**src/shared/spl_cfg.svh**
```systemverilog
// Offsets, field positions, reset values and word addresses of the loader
`ifndef SPL_CFG_SVH
`define SPL_CFG_SVH

`define SPL_ADDR_W 8
`define SPL_DATA_W 16

`define SPL_WORD_POWER 8'h12
`define SPL_WORD_PINS_A 8'h20
`define SPL_WORD_PINS_B 8'h10

`define SPL_REG_DEV_CTRL 8'h00
`define SPL_REG_EXT_CTRL 8'h04
`define SPL_REG_PM_CSR 8'h08
`define SPL_REG_PM_DATA 8'h0c
`define SPL_REG_PIN_IN 8'h10
`define SPL_REG_STATUS 8'h14

`define SPL_DEV_PHY_PM_BIT 0
`define SPL_DEV_WAKE_ADV_BIT 1
`define SPL_PM_SEL_LO 9
`define SPL_PM_SEL_HI 12
`define SPL_PM_SEL_COMMON 4'h8
`define SPL_STAT_READY_BIT 0
`define SPL_STAT_SIG_BIT 1

`define SPL_W_DIR_HI 15
`define SPL_W_DIR_NEXT 14
`define SPL_W_DIR_1 9
`define SPL_W_DIR_0 8
`define SPL_W_VAL_HI 7
`define SPL_W_VAL_NEXT 6
`define SPL_W_PHY_PM 3
`define SPL_W_WAKE_ADV 2
`define SPL_W_VAL_1 1
`define SPL_W_VAL_0 0

`define SPL_PIN_WORD_RESET 16'h000c
`define SPL_POWER_RESET 16'h0000

`endif

```
**src/shared/spl_pkg.sv**
```systemverilog
// Types shared by the loader and its word reader
package spl_pkg;
    typedef enum logic [2:0] {
        ST_IDLE,
        ST_READ_PINS,
        ST_READ_POWER,
        ST_APPLY,
        ST_READY
    } spl_state_e;

    typedef struct packed {
        logic wr;
        logic rd;
        logic [7:0] addr;
        logic [15:0] wdata;
    } spl_bus_req_s;

    typedef struct packed {
        logic req;
        logic [7:0] addr;
    } spl_mem_req_s;

    typedef struct packed {
        logic ack;
        logic [15:0] data;
    } spl_mem_rsp_s;
endpackage : spl_pkg

```
**src/hdl/spl_word_reader.sv**
```systemverilog
// Single word fetch from the configuration memory
`timescale 1ns/10ps
`include "spl_cfg.svh"
module spl_word_reader (
    // Clock and reset
    input wire logic i_clk,
    input wire logic i_rst_n,
    // Command
    input wire logic i_start,
    input wire logic [`SPL_ADDR_W-1:0] i_addr,
    output spl_pkg::spl_mem_req_s o_mem_req,
    input wire spl_pkg::spl_mem_rsp_s i_mem_rsp,
    // Result
    output logic o_done,
    output logic [`SPL_DATA_W-1:0] o_data
);
    spl_pkg::spl_mem_req_s req_reg;
    logic done_reg;
    logic [`SPL_DATA_W-1:0] data_reg;

    // Request held until the memory acknowledges
    always_ff @(posedge i_clk or negedge i_rst_n) begin
        if (!i_rst_n) begin
            req_reg <= '0;
        end else if (i_start) begin
            req_reg.req <= 1'b1;
            req_reg.addr <= i_addr;
        end else if (req_reg.req && i_mem_rsp.ack) begin
            req_reg.req <= 1'b0;
        end
    end

    always_ff @(posedge i_clk or negedge i_rst_n) begin
        if (!i_rst_n) begin
            done_reg <= 1'b0;
            data_reg <= '0;
        end else begin
            done_reg <= req_reg.req && i_mem_rsp.ack;
            if (req_reg.req && i_mem_rsp.ack) begin
                data_reg <= i_mem_rsp.data;
            end
        end
    end

    assign o_mem_req = req_reg;
    assign o_done = done_reg;
    assign o_data = data_reg;
endmodule : spl_word_reader

```
**src/hdl/spl_loader.sv**
```systemverilog
// Power-up loader for soft pin defaults and the common power figure
`timescale 1ns/10ps
`include "spl_cfg.svh"
module spl_loader #(
    parameter bit DUAL_PORT = 1'b0,
    parameter bit REDUCED_PINS = 1'b0,
    parameter int NUM_PINS = 8
) (
    // Clock and reset
    input wire logic i_ref_clk,
    input wire logic i_reset_n,
    // Status from neighbouring logic
    input wire logic i_sig_valid,
    input wire logic i_pm_enable,
    input wire logic i_port_b,
    // Configuration memory
    output spl_pkg::spl_mem_req_s o_mem_req,
    input wire spl_pkg::spl_mem_rsp_s i_mem_rsp,
    // Register port
    input wire spl_pkg::spl_bus_req_s i_bus,
    output logic [`SPL_DATA_W-1:0] o_rdata,
    // Soft pins
    input wire logic [NUM_PINS-1:0] i_soft_pin_in,
    output logic [NUM_PINS-1:0] o_soft_pin_out,
    output logic [NUM_PINS-1:0] o_soft_pin_oe,
    // Control bits
    output logic o_phy_power_mgmt_enable,
    output logic o_deep_sleep_wake_advert,
    output logic o_regs_ready
);
    localparam int PIN_HI = REDUCED_PINS ? 3 : 7;
    localparam int PIN_NEXT = PIN_HI - 1;
    localparam logic [NUM_PINS-1:0] PIN_MASK =
        REDUCED_PINS ? NUM_PINS'(8'h0f) : NUM_PINS'(8'hff);

    logic [1:0] rst_sync_reg;
    logic rst_n;
    spl_pkg::spl_state_e state_reg;
    logic rd_start_reg;
    logic [`SPL_ADDR_W-1:0] rd_addr_reg;
    logic rd_done;
    logic [`SPL_DATA_W-1:0] rd_data;
    logic port_b_reg;
    logic sig_ok_reg;
    logic [`SPL_DATA_W-1:0] pin_word_reg;
    logic [`SPL_DATA_W-1:0] power_reg;
    logic [NUM_PINS-1:0] pin_dir_reg;
    logic [NUM_PINS-1:0] pin_val_reg;
    logic [NUM_PINS-1:0] pin_meta_reg;
    logic [NUM_PINS-1:0] pin_sync_reg;
    logic [NUM_PINS-1:0] pin_out_reg;
    logic [NUM_PINS-1:0] pin_oe_reg;
    logic phy_pm_reg;
    logic wake_adv_reg;
    logic ready_reg;
    logic [3:0] pm_sel_reg;
    logic [`SPL_DATA_W-1:0] pm_data;
    logic [`SPL_DATA_W-1:0] rdata_next;
    logic [`SPL_DATA_W-1:0] rdata_reg;
    logic sw_wr;

    // Reset release through two flops
    always_ff @(posedge i_ref_clk or negedge i_reset_n) begin
        if (!i_reset_n) begin
            rst_sync_reg <= 2'h0;
        end else begin
            rst_sync_reg <= {rst_sync_reg[0], 1'b1};
        end
    end
    assign rst_n = rst_sync_reg[1];

    spl_word_reader u_reader (
        .i_clk(i_ref_clk),
        .i_rst_n(rst_n),
        .i_start(rd_start_reg),
        .i_addr(rd_addr_reg),
        .o_mem_req(o_mem_req),
        .i_mem_rsp(i_mem_rsp),
        .o_done(rd_done),
        .o_data(rd_data)
    );

    // Load sequence
    always_ff @(posedge i_ref_clk or negedge rst_n) begin
        if (!rst_n) begin
            state_reg <= spl_pkg::ST_IDLE;
            rd_start_reg <= 1'b0;
            rd_addr_reg <= '0;
            port_b_reg <= 1'b0;
            sig_ok_reg <= 1'b0;
            pin_word_reg <= `SPL_PIN_WORD_RESET;
            power_reg <= `SPL_POWER_RESET;
            ready_reg <= 1'b0;
        end else begin
            rd_start_reg <= 1'b0;
            case (state_reg)
                spl_pkg::ST_IDLE: begin
                    port_b_reg <= i_port_b;
                    sig_ok_reg <= i_sig_valid;
                    if (i_sig_valid) begin
                        rd_start_reg <= 1'b1;
                        if (DUAL_PORT && i_port_b) begin
                            rd_addr_reg <= `SPL_WORD_PINS_B;
                        end else begin
                            rd_addr_reg <= `SPL_WORD_PINS_A;
                        end
                        state_reg <= spl_pkg::ST_READ_PINS;
                    end else begin
                        state_reg <= spl_pkg::ST_APPLY;
                    end
                end
                spl_pkg::ST_READ_PINS: begin
                    if (rd_done) begin
                        pin_word_reg <= rd_data;
                        rd_start_reg <= 1'b1;
                        rd_addr_reg <= `SPL_WORD_POWER;
                        state_reg <= spl_pkg::ST_READ_POWER;
                    end
                end
                spl_pkg::ST_READ_POWER: begin
                    if (rd_done) begin
                        power_reg <= rd_data;
                        state_reg <= spl_pkg::ST_APPLY;
                    end
                end
                spl_pkg::ST_APPLY: begin
                    ready_reg <= 1'b1;
                    state_reg <= spl_pkg::ST_READY;
                end
                spl_pkg::ST_READY: begin
                    ready_reg <= 1'b1;
                end
                default: begin
                    state_reg <= spl_pkg::ST_IDLE;
                end
            endcase
        end
    end

    assign sw_wr = i_bus.wr && ready_reg;

    // Extended control: soft pin direction and data
    always_ff @(posedge i_ref_clk or negedge rst_n) begin
        if (!rst_n) begin
            pin_dir_reg <= '0;
            pin_val_reg <= '0;
        end else if (state_reg == spl_pkg::ST_APPLY) begin
            pin_dir_reg <= '0;
            pin_val_reg <= '0;
            pin_dir_reg[PIN_HI] <= pin_word_reg[`SPL_W_DIR_HI];
            pin_dir_reg[PIN_NEXT] <= pin_word_reg[`SPL_W_DIR_NEXT];
            pin_dir_reg[1] <= pin_word_reg[`SPL_W_DIR_1];
            pin_dir_reg[0] <= pin_word_reg[`SPL_W_DIR_0];
            pin_val_reg[PIN_HI] <= pin_word_reg[`SPL_W_VAL_HI];
            pin_val_reg[PIN_NEXT] <= pin_word_reg[`SPL_W_VAL_NEXT];
            pin_val_reg[1] <= pin_word_reg[`SPL_W_VAL_1];
            pin_val_reg[0] <= pin_word_reg[`SPL_W_VAL_0];
        end else if (sw_wr && i_bus.addr == `SPL_REG_EXT_CTRL) begin
            pin_dir_reg <= i_bus.wdata[15:8] & PIN_MASK;
            pin_val_reg <= i_bus.wdata[7:0] & PIN_MASK;
        end
    end

    // Device control bits
    always_ff @(posedge i_ref_clk or negedge rst_n) begin
        if (!rst_n) begin
            phy_pm_reg <= 1'b1;
            wake_adv_reg <= 1'b1;
        end else if (state_reg == spl_pkg::ST_APPLY) begin
            phy_pm_reg <= pin_word_reg[`SPL_W_PHY_PM];
            wake_adv_reg <= pin_word_reg[`SPL_W_WAKE_ADV];
        end else if (sw_wr && i_bus.addr == `SPL_REG_DEV_CTRL) begin
            phy_pm_reg <= i_bus.wdata[`SPL_DEV_PHY_PM_BIT];
            wake_adv_reg <= i_bus.wdata[`SPL_DEV_WAKE_ADV_BIT];
        end
    end

    // Power management selector
    always_ff @(posedge i_ref_clk or negedge rst_n) begin
        if (!rst_n) begin
            pm_sel_reg <= 4'h0;
        end else if (sw_wr && i_bus.addr == `SPL_REG_PM_CSR) begin
            pm_sel_reg <= i_bus.wdata[`SPL_PM_SEL_HI:`SPL_PM_SEL_LO];
        end
    end

    // Pin drivers and input synchroniser
    genvar gi;
    generate
        for (gi = 0; gi < NUM_PINS; gi++) begin : g_pin
            always_ff @(posedge i_ref_clk or negedge rst_n) begin
                if (!rst_n) begin
                    pin_meta_reg[gi] <= 1'b0;
                    pin_sync_reg[gi] <= 1'b0;
                    pin_oe_reg[gi] <= 1'b0;
                    pin_out_reg[gi] <= 1'b0;
                end else begin
                    pin_meta_reg[gi] <= i_soft_pin_in[gi];
                    pin_sync_reg[gi] <= pin_meta_reg[gi];
                    pin_oe_reg[gi] <= pin_dir_reg[gi];
                    pin_out_reg[gi] <= pin_val_reg[gi] & pin_dir_reg[gi];
                end
            end
        end
    endgenerate

    // Power data readback
    always_comb begin
        pm_data = '0;
        if (sig_ok_reg && i_pm_enable &&
            pm_sel_reg == `SPL_PM_SEL_COMMON) begin
            pm_data = power_reg;
        end
    end

    always_comb begin
        rdata_next = '0;
        case (i_bus.addr)
            `SPL_REG_DEV_CTRL: begin
                rdata_next[`SPL_DEV_PHY_PM_BIT] = phy_pm_reg;
                rdata_next[`SPL_DEV_WAKE_ADV_BIT] = wake_adv_reg;
            end
            `SPL_REG_EXT_CTRL: begin
                rdata_next = {pin_dir_reg, pin_val_reg};
            end
            `SPL_REG_PM_CSR: begin
                rdata_next[`SPL_PM_SEL_HI:`SPL_PM_SEL_LO] = pm_sel_reg;
            end
            `SPL_REG_PM_DATA: begin
                rdata_next = pm_data;
            end
            `SPL_REG_PIN_IN: begin
                rdata_next = {8'h00, pin_sync_reg};
            end
            `SPL_REG_STATUS: begin
                rdata_next[`SPL_STAT_READY_BIT] = ready_reg;
                rdata_next[`SPL_STAT_SIG_BIT] = sig_ok_reg;
            end
            default: begin
                rdata_next = '0;
            end
        endcase
    end

    always_ff @(posedge i_ref_clk or negedge rst_n) begin
        if (!rst_n) begin
            rdata_reg <= '0;
        end else if (i_bus.rd) begin
            rdata_reg <= rdata_next;
        end else begin
            rdata_reg <= '0;
        end
    end

    assign o_rdata = rdata_reg;
    assign o_soft_pin_out = pin_out_reg;
    assign o_soft_pin_oe = pin_oe_reg;
    assign o_phy_power_mgmt_enable = phy_pm_reg;
    assign o_deep_sleep_wake_advert = wake_adv_reg;
    assign o_regs_ready = ready_reg;

    // Checks
    pm_common_read_a: assert property (
        @(posedge i_ref_clk) disable iff (!rst_n)
        (i_bus.rd && i_bus.addr == `SPL_REG_PM_DATA && sig_ok_reg &&
         i_pm_enable && pm_sel_reg == `SPL_PM_SEL_COMMON)
        |=> o_rdata == power_reg)
        else $error("common power not returned on selector 8");

    pm_other_sel_a: assert property (
        @(posedge i_ref_clk) disable iff (!rst_n)
        (i_bus.rd && i_bus.addr == `SPL_REG_PM_DATA &&
         pm_sel_reg != `SPL_PM_SEL_COMMON) |=> o_rdata == '0)
        else $error("power data returned for wrong selector");

    power_capture_a: assert property (
        @(posedge i_ref_clk) disable iff (!rst_n)
        (state_reg == spl_pkg::ST_READ_POWER && rd_done)
        |=> power_reg == $past(rd_data))
        else $error("common power word not captured");

    dir_high_load_a: assert property (
        @(posedge i_ref_clk) disable iff (!rst_n)
        state_reg == spl_pkg::ST_APPLY
        |=> pin_dir_reg[PIN_HI] == pin_word_reg[`SPL_W_DIR_HI] &&
            pin_dir_reg[PIN_NEXT] == pin_word_reg[`SPL_W_DIR_NEXT])
        else $error("upper pin direction not loaded");

    dir_low_load_a: assert property (
        @(posedge i_ref_clk) disable iff (!rst_n)
        state_reg == spl_pkg::ST_APPLY
        |=> pin_dir_reg[1:0] == pin_word_reg[9:8])
        else $error("low pin direction not loaded");

    val_load_a: assert property (
        @(posedge i_ref_clk) disable iff (!rst_n)
        state_reg == spl_pkg::ST_APPLY
        |=> pin_val_reg[PIN_HI] == pin_word_reg[`SPL_W_VAL_HI] &&
            pin_val_reg[PIN_NEXT] == pin_word_reg[`SPL_W_VAL_NEXT] &&
            pin_val_reg[1:0] == pin_word_reg[1:0])
        else $error("pin data not loaded");

    pin_drive_a: assert property (
        @(posedge i_ref_clk) disable iff (!rst_n)
        ##1 (o_soft_pin_out & ~o_soft_pin_oe) == '0 &&
        o_soft_pin_oe == $past(pin_dir_reg))
        else $error("pin driven while set as input");

    ctrl_load_a: assert property (
        @(posedge i_ref_clk) disable iff (!rst_n)
        state_reg == spl_pkg::ST_APPLY
        |=> o_phy_power_mgmt_enable == $past(pin_word_reg[3]) &&
            o_deep_sleep_wake_advert == $past(pin_word_reg[2]))
        else $error("device control defaults not loaded");

    word_addr_a: assert property (
        @(posedge i_ref_clk) disable iff (!rst_n)
        (state_reg == spl_pkg::ST_IDLE && i_sig_valid)
        |=> rd_addr_reg == ((DUAL_PORT && port_b_reg) ?
            `SPL_WORD_PINS_B : `SPL_WORD_PINS_A))
        else $error("pin word address wrong for port");

    ready_after_load_a: assert property (
        @(posedge i_ref_clk) disable iff (!rst_n)
        $rose(ready_reg) |-> $past(state_reg) == spl_pkg::ST_APPLY)
        else $error("registers released before load");

    early_write_a: assert property (
        @(posedge i_ref_clk) disable iff (!rst_n)
        (!ready_reg && state_reg != spl_pkg::ST_APPLY)
        |=> $stable(pin_dir_reg) && $stable(phy_pm_reg))
        else $error("software write taken before release");

    load_path_c: cover property (
        @(posedge i_ref_clk) disable iff (!rst_n)
        state_reg == spl_pkg::ST_READ_POWER ##[1:50] ready_reg);
    no_sig_c: cover property (
        @(posedge i_ref_clk) disable iff (!rst_n)
        state_reg == spl_pkg::ST_IDLE && !i_sig_valid ##2 ready_reg);
    pm_read_c: cover property (
        @(posedge i_ref_clk) disable iff (!rst_n)
        i_bus.rd && i_bus.addr == `SPL_REG_PM_DATA && pm_data != '0);
endmodule : spl_loader

```
**config.mk**
```make
export PLATFORM = sky130hd
export DESIGN_NAME = spl_loader
export DESIGN_NICKNAME = d
export VERILOG_FILES = /design/src/shared/spl_pkg.sv /design/src/hdl/spl_word_reader.sv /design/src/hdl/spl_loader.sv
export VERILOG_INCLUDE_DIRS = /design/src /design/src/shared
export SDC_FILE = /design/constraint.sdc
export NUM_CORES = 1
export LEC_CHECK = 0
export ABC_AREA = 1
export BUFFER_PORTS_ARGS = -buffer_cell sky130_fd_sc_hd__buf_4
export CORE_MARGIN = 5
export CORE_UTILIZATION = 58
export DETAILED_ROUTE_END_ITERATION = 10
export PLACE_DENSITY = 0.84
export REMOVE_ABC_BUFFERS = 1
export SKIP_LAST_GASP = 1
export SLEW_MARGIN = 20
export SYNTH_ARGS = -nofsm -noshare
export SYNTH_HDL_FRONTEND = slang
export SYNTH_SLANG_ARGS = --single-unit
```
**constraint.sdc**
```tcl
create_clock -name i_ref_clk -period 11.4 [get_ports i_ref_clk]
set_clock_uncertainty 0.15 [all_clocks]
set_input_delay 1.71 -clock i_ref_clk [delete_from_list [all_inputs] [get_ports i_ref_clk]]
set_output_delay 1.71 -clock i_ref_clk [all_outputs]
set_load 0.05 [all_outputs]
```
==> impl_metrics.yaml, run 1 <==
floorplanning:
  rows: 33
  floorplan.initialDensity: 0.5928
  dieWidth_um: 101.6
  die_h_um: 101.6
  core_area_um2: 8217
  die_area_um2: 10330
  io_pins: 100
worst_setup_path:
  criticalPathCategory: "reg -> out"
  reg2regPathDepth: 3
  timing.rr.start: "state_reg[2]"
  crit_path_end_kind: "output port"
  startpoint_type: "register"
  cp_max_fo: 3
  path_buf_inv: 1
  r2r_slack_ns: 9.34
  slowest_stage: "dfstp_2"
  crit_path_max_incr_delay_ns: 0.57
  required_ns: 9.54
  critPathTopFamily: "flip-flops"
  crit_arrival_ns: 1.29
  critPathLaunch: "o_phy_power_mgmt_enable"
  r2r-end: "power_reg[6]"
  cp_cell_sequence: "buf_4"
routing:
  num_vias: 3846
  drc: 0
  drt_iter0_drc: 296
  ant_nets: 0
  dr.pass1.iters: 5
  route.met3.wl_um: 858
  routedWlPerCell_um: 16.23
  wl_met1_mm: 4.503
  via_per_inst: 5.342
  wirelength_mm: 11.68
  top_layer_used: "met4"
  wl_met2_mm: 5.982
finish:
  antenna_cells: 0
  final_common_cell: "nand2_1"
  fin_nets: 658
  layout_common_cells: "153 x nand2_1, 121 x dfrtp_1, 94 x buf_4, 53 x o21ai_0, 52 x inv_1"
  drive_gt1_frac: 0.2374
  final_area_um2: 6181
  area_delta_synth_final_pct: 26.89
sta:
  final-hold-violation-count: 0
  worstMarginPinSlew_ns: 0.9845
  rsz0062_at_grt: "no"
  setup_tns_ns: 0
  timing.slew.headroom: 0.3418
  min_period_ns: 3.148
  drv_slew: 0
  fin_crit_sh: 0.2761
  setup_viol: 0
  fmaxAchievable_mhz: 317.7
global_route:
  antenna_found_initial: 0
  grt_usage: 0.2416
  grt_max_degree: 79
  globalRoute.totalOverflow: 0
  first_global_vias: 3912
  grt_pass1_wl_mm: 19.03
power_and_ir_drop:
  p_total_w: 0.001481
  pwr-share-clk: 0.352
  ir_drop_mv: 0.1305
  power_leakage_nw: 3.198
  p_per_area_nw_per_um2: 239.5
  p_comb_frac: 0.210
  power_frac_seq: 0.438
  sw_frac_of_total: 0.3380
  switching_power_w: 0.0005005
  p_int_w: 0.0009801
synth:
  yosysTopAreaCell: "dfrtp_1"
  synthesis.area_um2: 4871
  synth_top_area_frac: 0.6268
  synth-xor-area-share: 0
  synth_top_family_by_area: "simple AND/OR/NAND/NOR gates"
  synth_fa_ha_area_frac: 0
  synth.area.top_cells: "dfrtp_1 63%, nand2_1 12%, o21ai_0 5.4%"
  ys_types: 30
  yosysSeqAreaShare: 0.6483
  synth_seq_cells: 126
  ys_warn_count: 0
  syn_inst: 506
  synth_simple_gate_area_share: 0.2029
  muxShareOfSynthArea: 0
  synth-compound-area-share: 0.07783
  avgSynthCellArea_um2: 9.626
placed_design:
  placed_area_um2: 5602
  globalplace.congestion: 0.9026
  hpwl_mm: 7.609
  numPortBuffers: 93
clock_network:
  cts_tree: "built"
  cts_resized: 0
  clock_sinks: 126
  hold_buffers: 0
  path_clk_slew_ns: 0.06
  cts_max_path_buffers: 2
  root_buffer: "clkbuf_8"
  insertion_delay_ns: 0.52
  post-cts-setup-buffer-count: 0
  h-tree-depth: 4
  cts_buffers: 17
run_status:
  outcome: "completed"
run:
  drv_cap: 0
hold_path:
  hold_path.class: "reg -> async"
-- metal layers --
layer  track usage  vias up
met5             0        -
met3       0.05923       30
met1        0.2987     1853
met4        0.1104        0
met2        0.4029      175
li1              -     1788
-- logic make-up after synthesis --
group,count (synthesis)
compound gates,72
buf+inv,77
flops,126
other cells,2
simple gates,229
-- cell usage after synthesis --
| master | count |
|---|---|
| nand2_1 | 153 |
| inv_2 | 2 |
| clkbuf_1 | 8 |
| or2_2 | 2 |
| a21oi_1 | 7 |
| buf_2 | 4 |
| nand2_2 | 1 |
| clkinv_1 | 1 |
| buf_6 | 2 |
| conb_1 | 2 |
| nand4_1 | 1 |
| o211ai_1 | 1 |
| nor2_1 | 13 |
| a31oi_1 | 9 |
| nand3_2 | 1 |
| nand3_1 | 48 |
| dfstp_2 | 4 |
| inv_1 | 52 |
| inv_4 | 1 |
| nor2_2 | 4 |
| nand2_4 | 1 |
| a211oi_1 | 1 |
| nor2_4 | 2 |
| nor3_4 | 1 |
| dfrtp_1 | 122 |
| o31ai_1 | 1 |
| nor3_1 | 1 |
| buf_4 | 7 |
| o21ai_0 | 53 |
| nor3_2 | 1 |
-- worst max path at each step --
| stage | to | cells after the start | slack, ns |
|---|---|---|---|
| detailed placement | o_rdata[11] | 8 | 8.11 |
| global route | o_phy_power_mgmt_enable | 1 | 8.23 |
| CTS | o_phy_power_mgmt_enable | 1 | 8.23 |
| finish | o_phy_power_mgmt_enable | 1 | 8.25 |
| global placement | pin_val_reg[1] | 9 | 8.14 |
| floorplan | o_rdata[0] | 0 | 7.49 |
-- per-stage QoR --
stage / utilization / instances / hold WS [ns] / setup WS [ns]
after floorplan: - / 489 / 0.1812 / 7.487
after global placement: 0.6817 / 688 / 0.1829 / 8.143
after detailed placement: 0.6817 / 688 / 0.1847 / 8.107
after CTS: 0.7522 / 720 / 0.1945 / 8.234
after global routing: 0.7522 / 720 / 0.1989 / 8.232
final: 0.7522 / 720 / 0.1835 / 8.252
-- cell type report --
type	instances	area, um^2
flip-flops and latches	126	3162
well taps	105	131.4
repair buffers	94	705.7
inverters	56	212.7
fillers	518	2036
clock buffers	18	417.9
clock inverters	14	161.4
multi-input cells	307	1390
-- worst reg2reg max path, cell delays in order, from the launching register on --
cell and delay [ns]:
dfrtp_1 0.45, nor2_1 0.14, nand3_1 0.70, o21ai_0 0.50
-- power groups by stage --
stage          registers (W)  logic, W  clock network [W]
3_3_place_gp        0.000646  0.000292                  0
5_1_grt             0.000661  0.000348           0.000543
6_report            0.000649  0.000310           0.000521
4_1_cts             0.000647  0.000313           0.000524
3_5_place_dp        0.000652  0.000305                  0
2_1_floorplan       0.000700  0.000142                  0
Power figures use the tool's default switching activity.
==> run 2: changes to the inputs <==
- ABC_AREA: 1 -> 0
- CORE_UTILIZATION: 58 -> 54
- PLACE_DENSITY: 0.84 -> 0.79
- clock period: 11.4 -> 3.25 ns (I/O delays scaled with it)
==> run 2 against run 1 <==
Effect of this change:
- first-iteration DRC count shrank 55%
- synthesized cell count decreased by 31%
- area after synthesis shrank 0.23%
- final cell count is 19% lower
- wire length down 6.0%
- via count fell by 17%
- register-to-register slack lost 8.5 ns
- critical path depth is 4 higher
- clock power grew to 3.6 times the previous value
==> impl_metrics.yaml, run 2 <==
run_status:
  outcome: "completed"
synth:
  syn_inst: 348
  synth.area.top_cells: "dfrtp_1 63%, mux2_2 11%, mux2i_1 3.7%"
  ys_warn_count: 0
  synthFlopType: "dfrtp_1"
  synth_seq_cells: 126
  yosysTopAreaCell: "dfrtp_1"
  avgSynthCellArea_um2: 13.96
  synth-compound-area-share: 0.06514
  yosysSeqAreaShare: 0.6498
  synth_top_cells_by_count: "122 x dfrtp_1, 49 x mux2_2, 32 x nor2_1, 18 x mux2i_1, 16 x a22oi_1"
  synth_simple_gate_area_share: 0.09835
  muxShareOfSynthArea: 0.1614
  synth_most_common_cell: "dfrtp_1"
  synth_fa_ha_area_frac: 0
  synth_top_area_frac: 0.6282
  ys_types: 41
  synthesis.area_um2: 4860
  synth_top_family_by_area: "multiplexers"
  async_flop_share: 1.000
  synth_edf_count: 0
  synth-xor-area-share: 0
routing:
  drc: 0
  num_vias: 3207
  via_per_inst: 5.510
  ant_nets: 0
  routedWlPerCell_um: 18.88
  drt_iter0_drc: 133
  wirelength_mm: 10.99
  dr.pass1.iters: 5
clock_network:
  h-tree-depth: 4
  insertion_delay_ns: 0.51
  cts_resized: 0
  cts_max_path_buffers: 2
  cts_buffers: 17
  root_buffer: "clkbuf_8"
  path_clk_slew_ns: 0.06
  hold_buffers: 9
  cts_tree: "built"
  clock_sinks: 126
  post-cts-setup-buffer-count: 0
worst_setup_path:
  crit_path_end_kind: "register"
  path_buf_inv: 1
  slowest_stage: "or4b_2"
  critPathTopFamily: "simple AND/OR/NAND/NOR gates"
  cp_cell_sequence: "or4b_2, nor4_4, buf_4, nand2_1, a211oi_1"
  reg2regPathDepth: 5
  crit_path_max_incr_delay_ns: 0.71
  crit_arrival_ns: 2.66
  required_ns: 3.51
  startpoint_type: "register"
  cp.depth: 5
  cp_max_fo: 9
  criticalPathCategory: "reg -> reg"
finish:
  multi_input_area_um2: 1607
  fin_nets: 517
  drive_gt1_frac: 0.4072
  layout_common_cells: "121 x dfrtp_1, 97 x buf_4, 49 x mux2_2, 32 x nor2_1, 18 x mux2i_1"
  antenna_cells: 0
  seq_area_um2: 3162
  area_delta_synth_final_pct: 30.51
  final_cells: 582
  fill_cells: 582
  final_common_cell: "dfrtp_1"
floorplanning:
  core_area_um2: 8763
  die_h_um: 104.9
  floorplan.initialDensity: 0.5545
  dieWidth_um: 104.9
  io_pins: 100
  die_area_um2: 11000
  rows: 34
sta:
  finalWorstSetupSlack_ns: 0.8498
  final-hold-violation-count: 0
  min_period_ns: 2.400
  setup_tns_ns: 0
  fmaxAchievable_mhz: 416.6
  fin_crit_sh: 0.7385
  timing.slew.headroom: 0.3531
  rsz0062_at_grt: "no"
  setup_viol: 0
  worstMarginPinSlew_ns: 0.9680
  hold_slack_ns: 0.05195
  drv_slew: 0
global_route:
  first_global_vias: 3512
  antenna_found_initial: 0
  grt_usage: 0.2113
  globalRoute.totalOverflow: 0
  grt_pass1_wl_mm: 17.87
  grt_max_degree: 73
run:
  drv_cap: 0
hold_path:
  whs_path_depth: 2
  hold_path.class: "in -> reg"
placed_design:
  numPortBuffers: 93
  dp.cells: 541
  hpwl_mm: 7.117
  dp_slack_ns: 0.5918
  globalplace.congestion: 0.7979
power_and_ir_drop:
  power_leakage_nw: 3.079
  p_total_w: 0.003581
  ir_drop_mv: 0.4569
  p_per_area_nw_per_um2: 564.7
run 2: where the power goes:
part	switching (W)	total (W)	internal, W	leakage (nW)
registers	0.0000200	0.00160	0.00158	1.61
clock network	0.000656	0.00186	0.00120	0.280
logic	0.0000597	0.000122	0.0000627	1.19
run 2: stage by stage:
step	area [um^2]	utilization
3_5_place_dp	5663	0.6462
3_3_place_gp	5663	0.6462
5_1_grt	6342	0.7237
6_report	6342	0.7237
2_1_floorplan	4771	-
4_1_cts	6342	0.7237
run 2: final cells by class:
| type | count | share of cell area |
|---|---|---|
| clock inverter | 11 | 0.02210 |
| sequential | 126 | 0.4985 |
| clock buffer | 21 | 0.07082 |
| timing repair buffer | 107 | 0.1322 |
| multi-input combinational | 206 | 0.2533 |
| tap | 108 | 0.02131 |
| inverter | 3 | 0.001775 |
run 2: worst reg2reg max path, cell delays in order, from the launching register on:
cell	delay, ns
dfrtp_1	0.39
or4b_2	0.71
nor4_4	0.44
buf_4	0.28
nand2_1	0.07
a211oi_1	0.26
run 2: worst paths after layout:
kind / start / endpoint / slack, ns
worst min register to register: pin_meta_reg[7] / pin_sync_reg[7] / 0.20
worst max register to register: pm_sel_reg[0] / o_rdata[11] / 0.85
worst min-delay path: i_mem_rsp[14] / u_reader.o_data[14] / 0.05
worst max-delay path: pm_sel_reg[0] / o_rdata[11] / 0.85
max in group asynchronous: rst_sync_reg[1] / u_reader.o_data[5] / 1.84
min in group asynchronous: i_reset_n / rst_sync_reg[1] / 0.14
run 2: cells by family (layout without fill, tap and decap cells):
kind of cell | count (synthesis) | count (layout)
buffers and inverters | 20 | 142
AND/OR/NAND/NOR | 84 | 84
other | 2 | 6
AO/OA/AOI/OAI | 47 | 47
flip-flops | 126 | 126
multiplexers | 69 | 69
run 2: metal layers:
layer  track usage  share of wire  vias up
li1              -              -     1453
met1        0.2491           0.38     1626
met2        0.3543           0.53      108
met3       0.06412          0.057       20
met4       0.09954          0.026        0
met5             0              0        -
==> run 3: changes to the inputs <==
- CORE_UTILIZATION: 54 -> 49
- PLACE_DENSITY: 0.79 -> 0.75
- clock period: 3.25 -> 2 ns (I/O delays scaled with it)
==> run 3 against run 2 <==
Effect of this change:
- setup slack worse by 0.70 ns
- critical path depth is the same
- die area rose by 9.2%
- core utilization down 0.55 points
- sequential share of layout area shrank 4.6 points
- fmax rose by 29%
- non-clock buffer count is 56 higher
- via count rose by 9.1%
- wire length increased by 9.4%
- combinational power grew 140%
- sequential power up 62%
- largest cell class unchanged
==> impl_metrics.yaml, run 3 (synthesis gave the netlist of run 2 again) <==
run_status:
  outcome: "completed"
clock_network:
  h-tree-depth: 4
  post-cts-setup-buffer-count: 0
  cts_tree: "built"
  cts_buffers: 17
  insertion_delay_ns: 0.52
  root_buffer: "clkbuf_8"
  cts_max_path_buffers: 2
  path_clk_slew_ns: 0.06
  clock_sinks: 126
power_and_ir_drop:
  power_leakage_nw: 3.375
  p_total_w: 0.006219
  ir_drop_mv: 0.4686
  p_per_area_nw_per_um2: 890.0
floorplanning:
  floorplan.initialDensity: 0.4995
  rows: 36
  dieWidth_um: 109.6
  io_pins: 100
  die_area_um2: 12010
  core_area_um2: 9729
  die_h_um: 109.6
global_route:
  grt_max_degree: 38
  globalRoute.totalOverflow: 0
  antenna_found_initial: 0
  grt_usage: 0.2131
  first_global_vias: 3726
  grt_pass1_wl_mm: 19.05
run:
  drv_cap: 0
routing:
  wl_met2_mm: 6.259
  route.met3.wl_um: 712
  wl_met1_mm: 4.725
  num_vias: 3500
  drt_iter0_drc: 173
  via_per_inst: 5.279
  top_layer_used: "met4"
  wirelength_mm: 12.02
  routedWlPerCell_um: 18.13
  dr.pass1.iters: 6
  drc: 0
  ant_nets: 0
finish:
  final_area_um2: 6988
  layout_common_cells: "121 x dfrtp_1, 113 x buf_4, 49 x mux2_2, 45 x dlygate4sd3_1, 32 x nor2_1"
  antenna_cells: 0
  fin_nets: 573
  area_delta_synth_final_pct: 43.80
  drive_gt1_frac: 0.4057
  final_common_cell: "dfrtp_1"
sta:
  final-hold-violation-count: 0
  timing.slew.headroom: 0.5999
  rsz0062_at_grt: "no"
  hold_slack_ns: 0.1586
  min_period_ns: 1.854
  fmaxAchievable_mhz: 539.5
  worstMarginPinSlew_ns: 0.5939
  drv_slew: 0
  fin_crit_sh: 0.9268
  setup_viol: 0
  setup_tns_ns: 0
worst_setup_path:
  criticalPathCategory: "reg -> reg"
  crit_arrival_ns: 2.14
  crit_path_end_kind: "register"
  cp_max_fo: 7
  startpoint_type: "register"
  required_ns: 2.28
placed_design:
  globalplace.congestion: 0.8090
  placed_area_um2: 5882
  hpwl_mm: 7.525
  numPortBuffers: 93
hold_path:
  hold_path.class: "in -> reg"
run 3: cell types whose count changed in the layout (fill, tap and decap cells not counted), moves of 2 or more:
cell,change
buf_4,+16
clkinvlp_4,-3
clkinv_2,-2
buf_12,+3
dlygate4sd3_1,+36
clkinv_4,+3
inv_6,+2
bufinv_16,+2
run 3: area by class of cell:
class | count | area, um^2
Inverter | 3 | 11.26
Clock buffer | 19 | 431.7
Sequential cell | 126 | 3162
Multi-Input combinational cell | 206 | 1615
Tap cell | 133 | 166.4
Clock inverter | 13 | 211.5
Timing Repair Buffer | 163 | 1390
Fill cell | 651 | 2741
run 3: worst paths after layout:
path,to,slack (ns),cells after the start,startpoint
max,o_rdata[9],0.15,5,pm_sel_reg[0]
min,o_rdata[9],0.16,5,i_bus[16]
min reg2reg,pin_word_reg[1],0.17,0,rst_sync_reg[1]
max reg2reg,o_rdata[9],0.15,5,pm_sel_reg[0]
min in group asynchronous,pin_word_reg[1],0.17,0,rst_sync_reg[1]
max in group asynchronous,o_deep_sleep_wake_advert,0.94,1,rst_sync_reg[1]
run 3: per-stage QoR:
stage                     setup slack [ns]  instances  utilization
after CTS                         0.002831        663       0.7182
after global routing               0.02461        663       0.7182
final                               0.1463        663       0.7182
after detailed placement           -0.2488        586       0.6046
after global placement             -0.2228        586       0.6046
after floorplan                     -1.913        335            -
run 3: worst max-delay path, stage by stage, from the launching register on:
cell,delay [ns]
dfrtp_1,0.39
or4b_4,0.55
nor4_4,0.18
buf_4,0.21
nand2_1,0.08
a211oi_2,0.20
run 3: power breakdown:
part	total [W]	internal [W]	switching, W
Combinational	0.000294	0.000166	0.000128
Sequential	0.00259	0.00257	0.0000212
Clock	0.00333	0.00219	0.00114
run 3: per-layer routing:
metal | track usage | vias up
met4 | 0.09973 | 0
li1 | - | 1559
met2 | 0.3618 | 137
met3 | 0.04580 | 30
met1 | 0.2599 | 1774
met5 | 0 | -
run 3: what timing repair did:
action	in CTS	in global routing
pin swaps	1	1
resized for setup	3	0
hold endpoints to repair	58	0
setup endpoints to repair	3	7
hold buffers	45	0
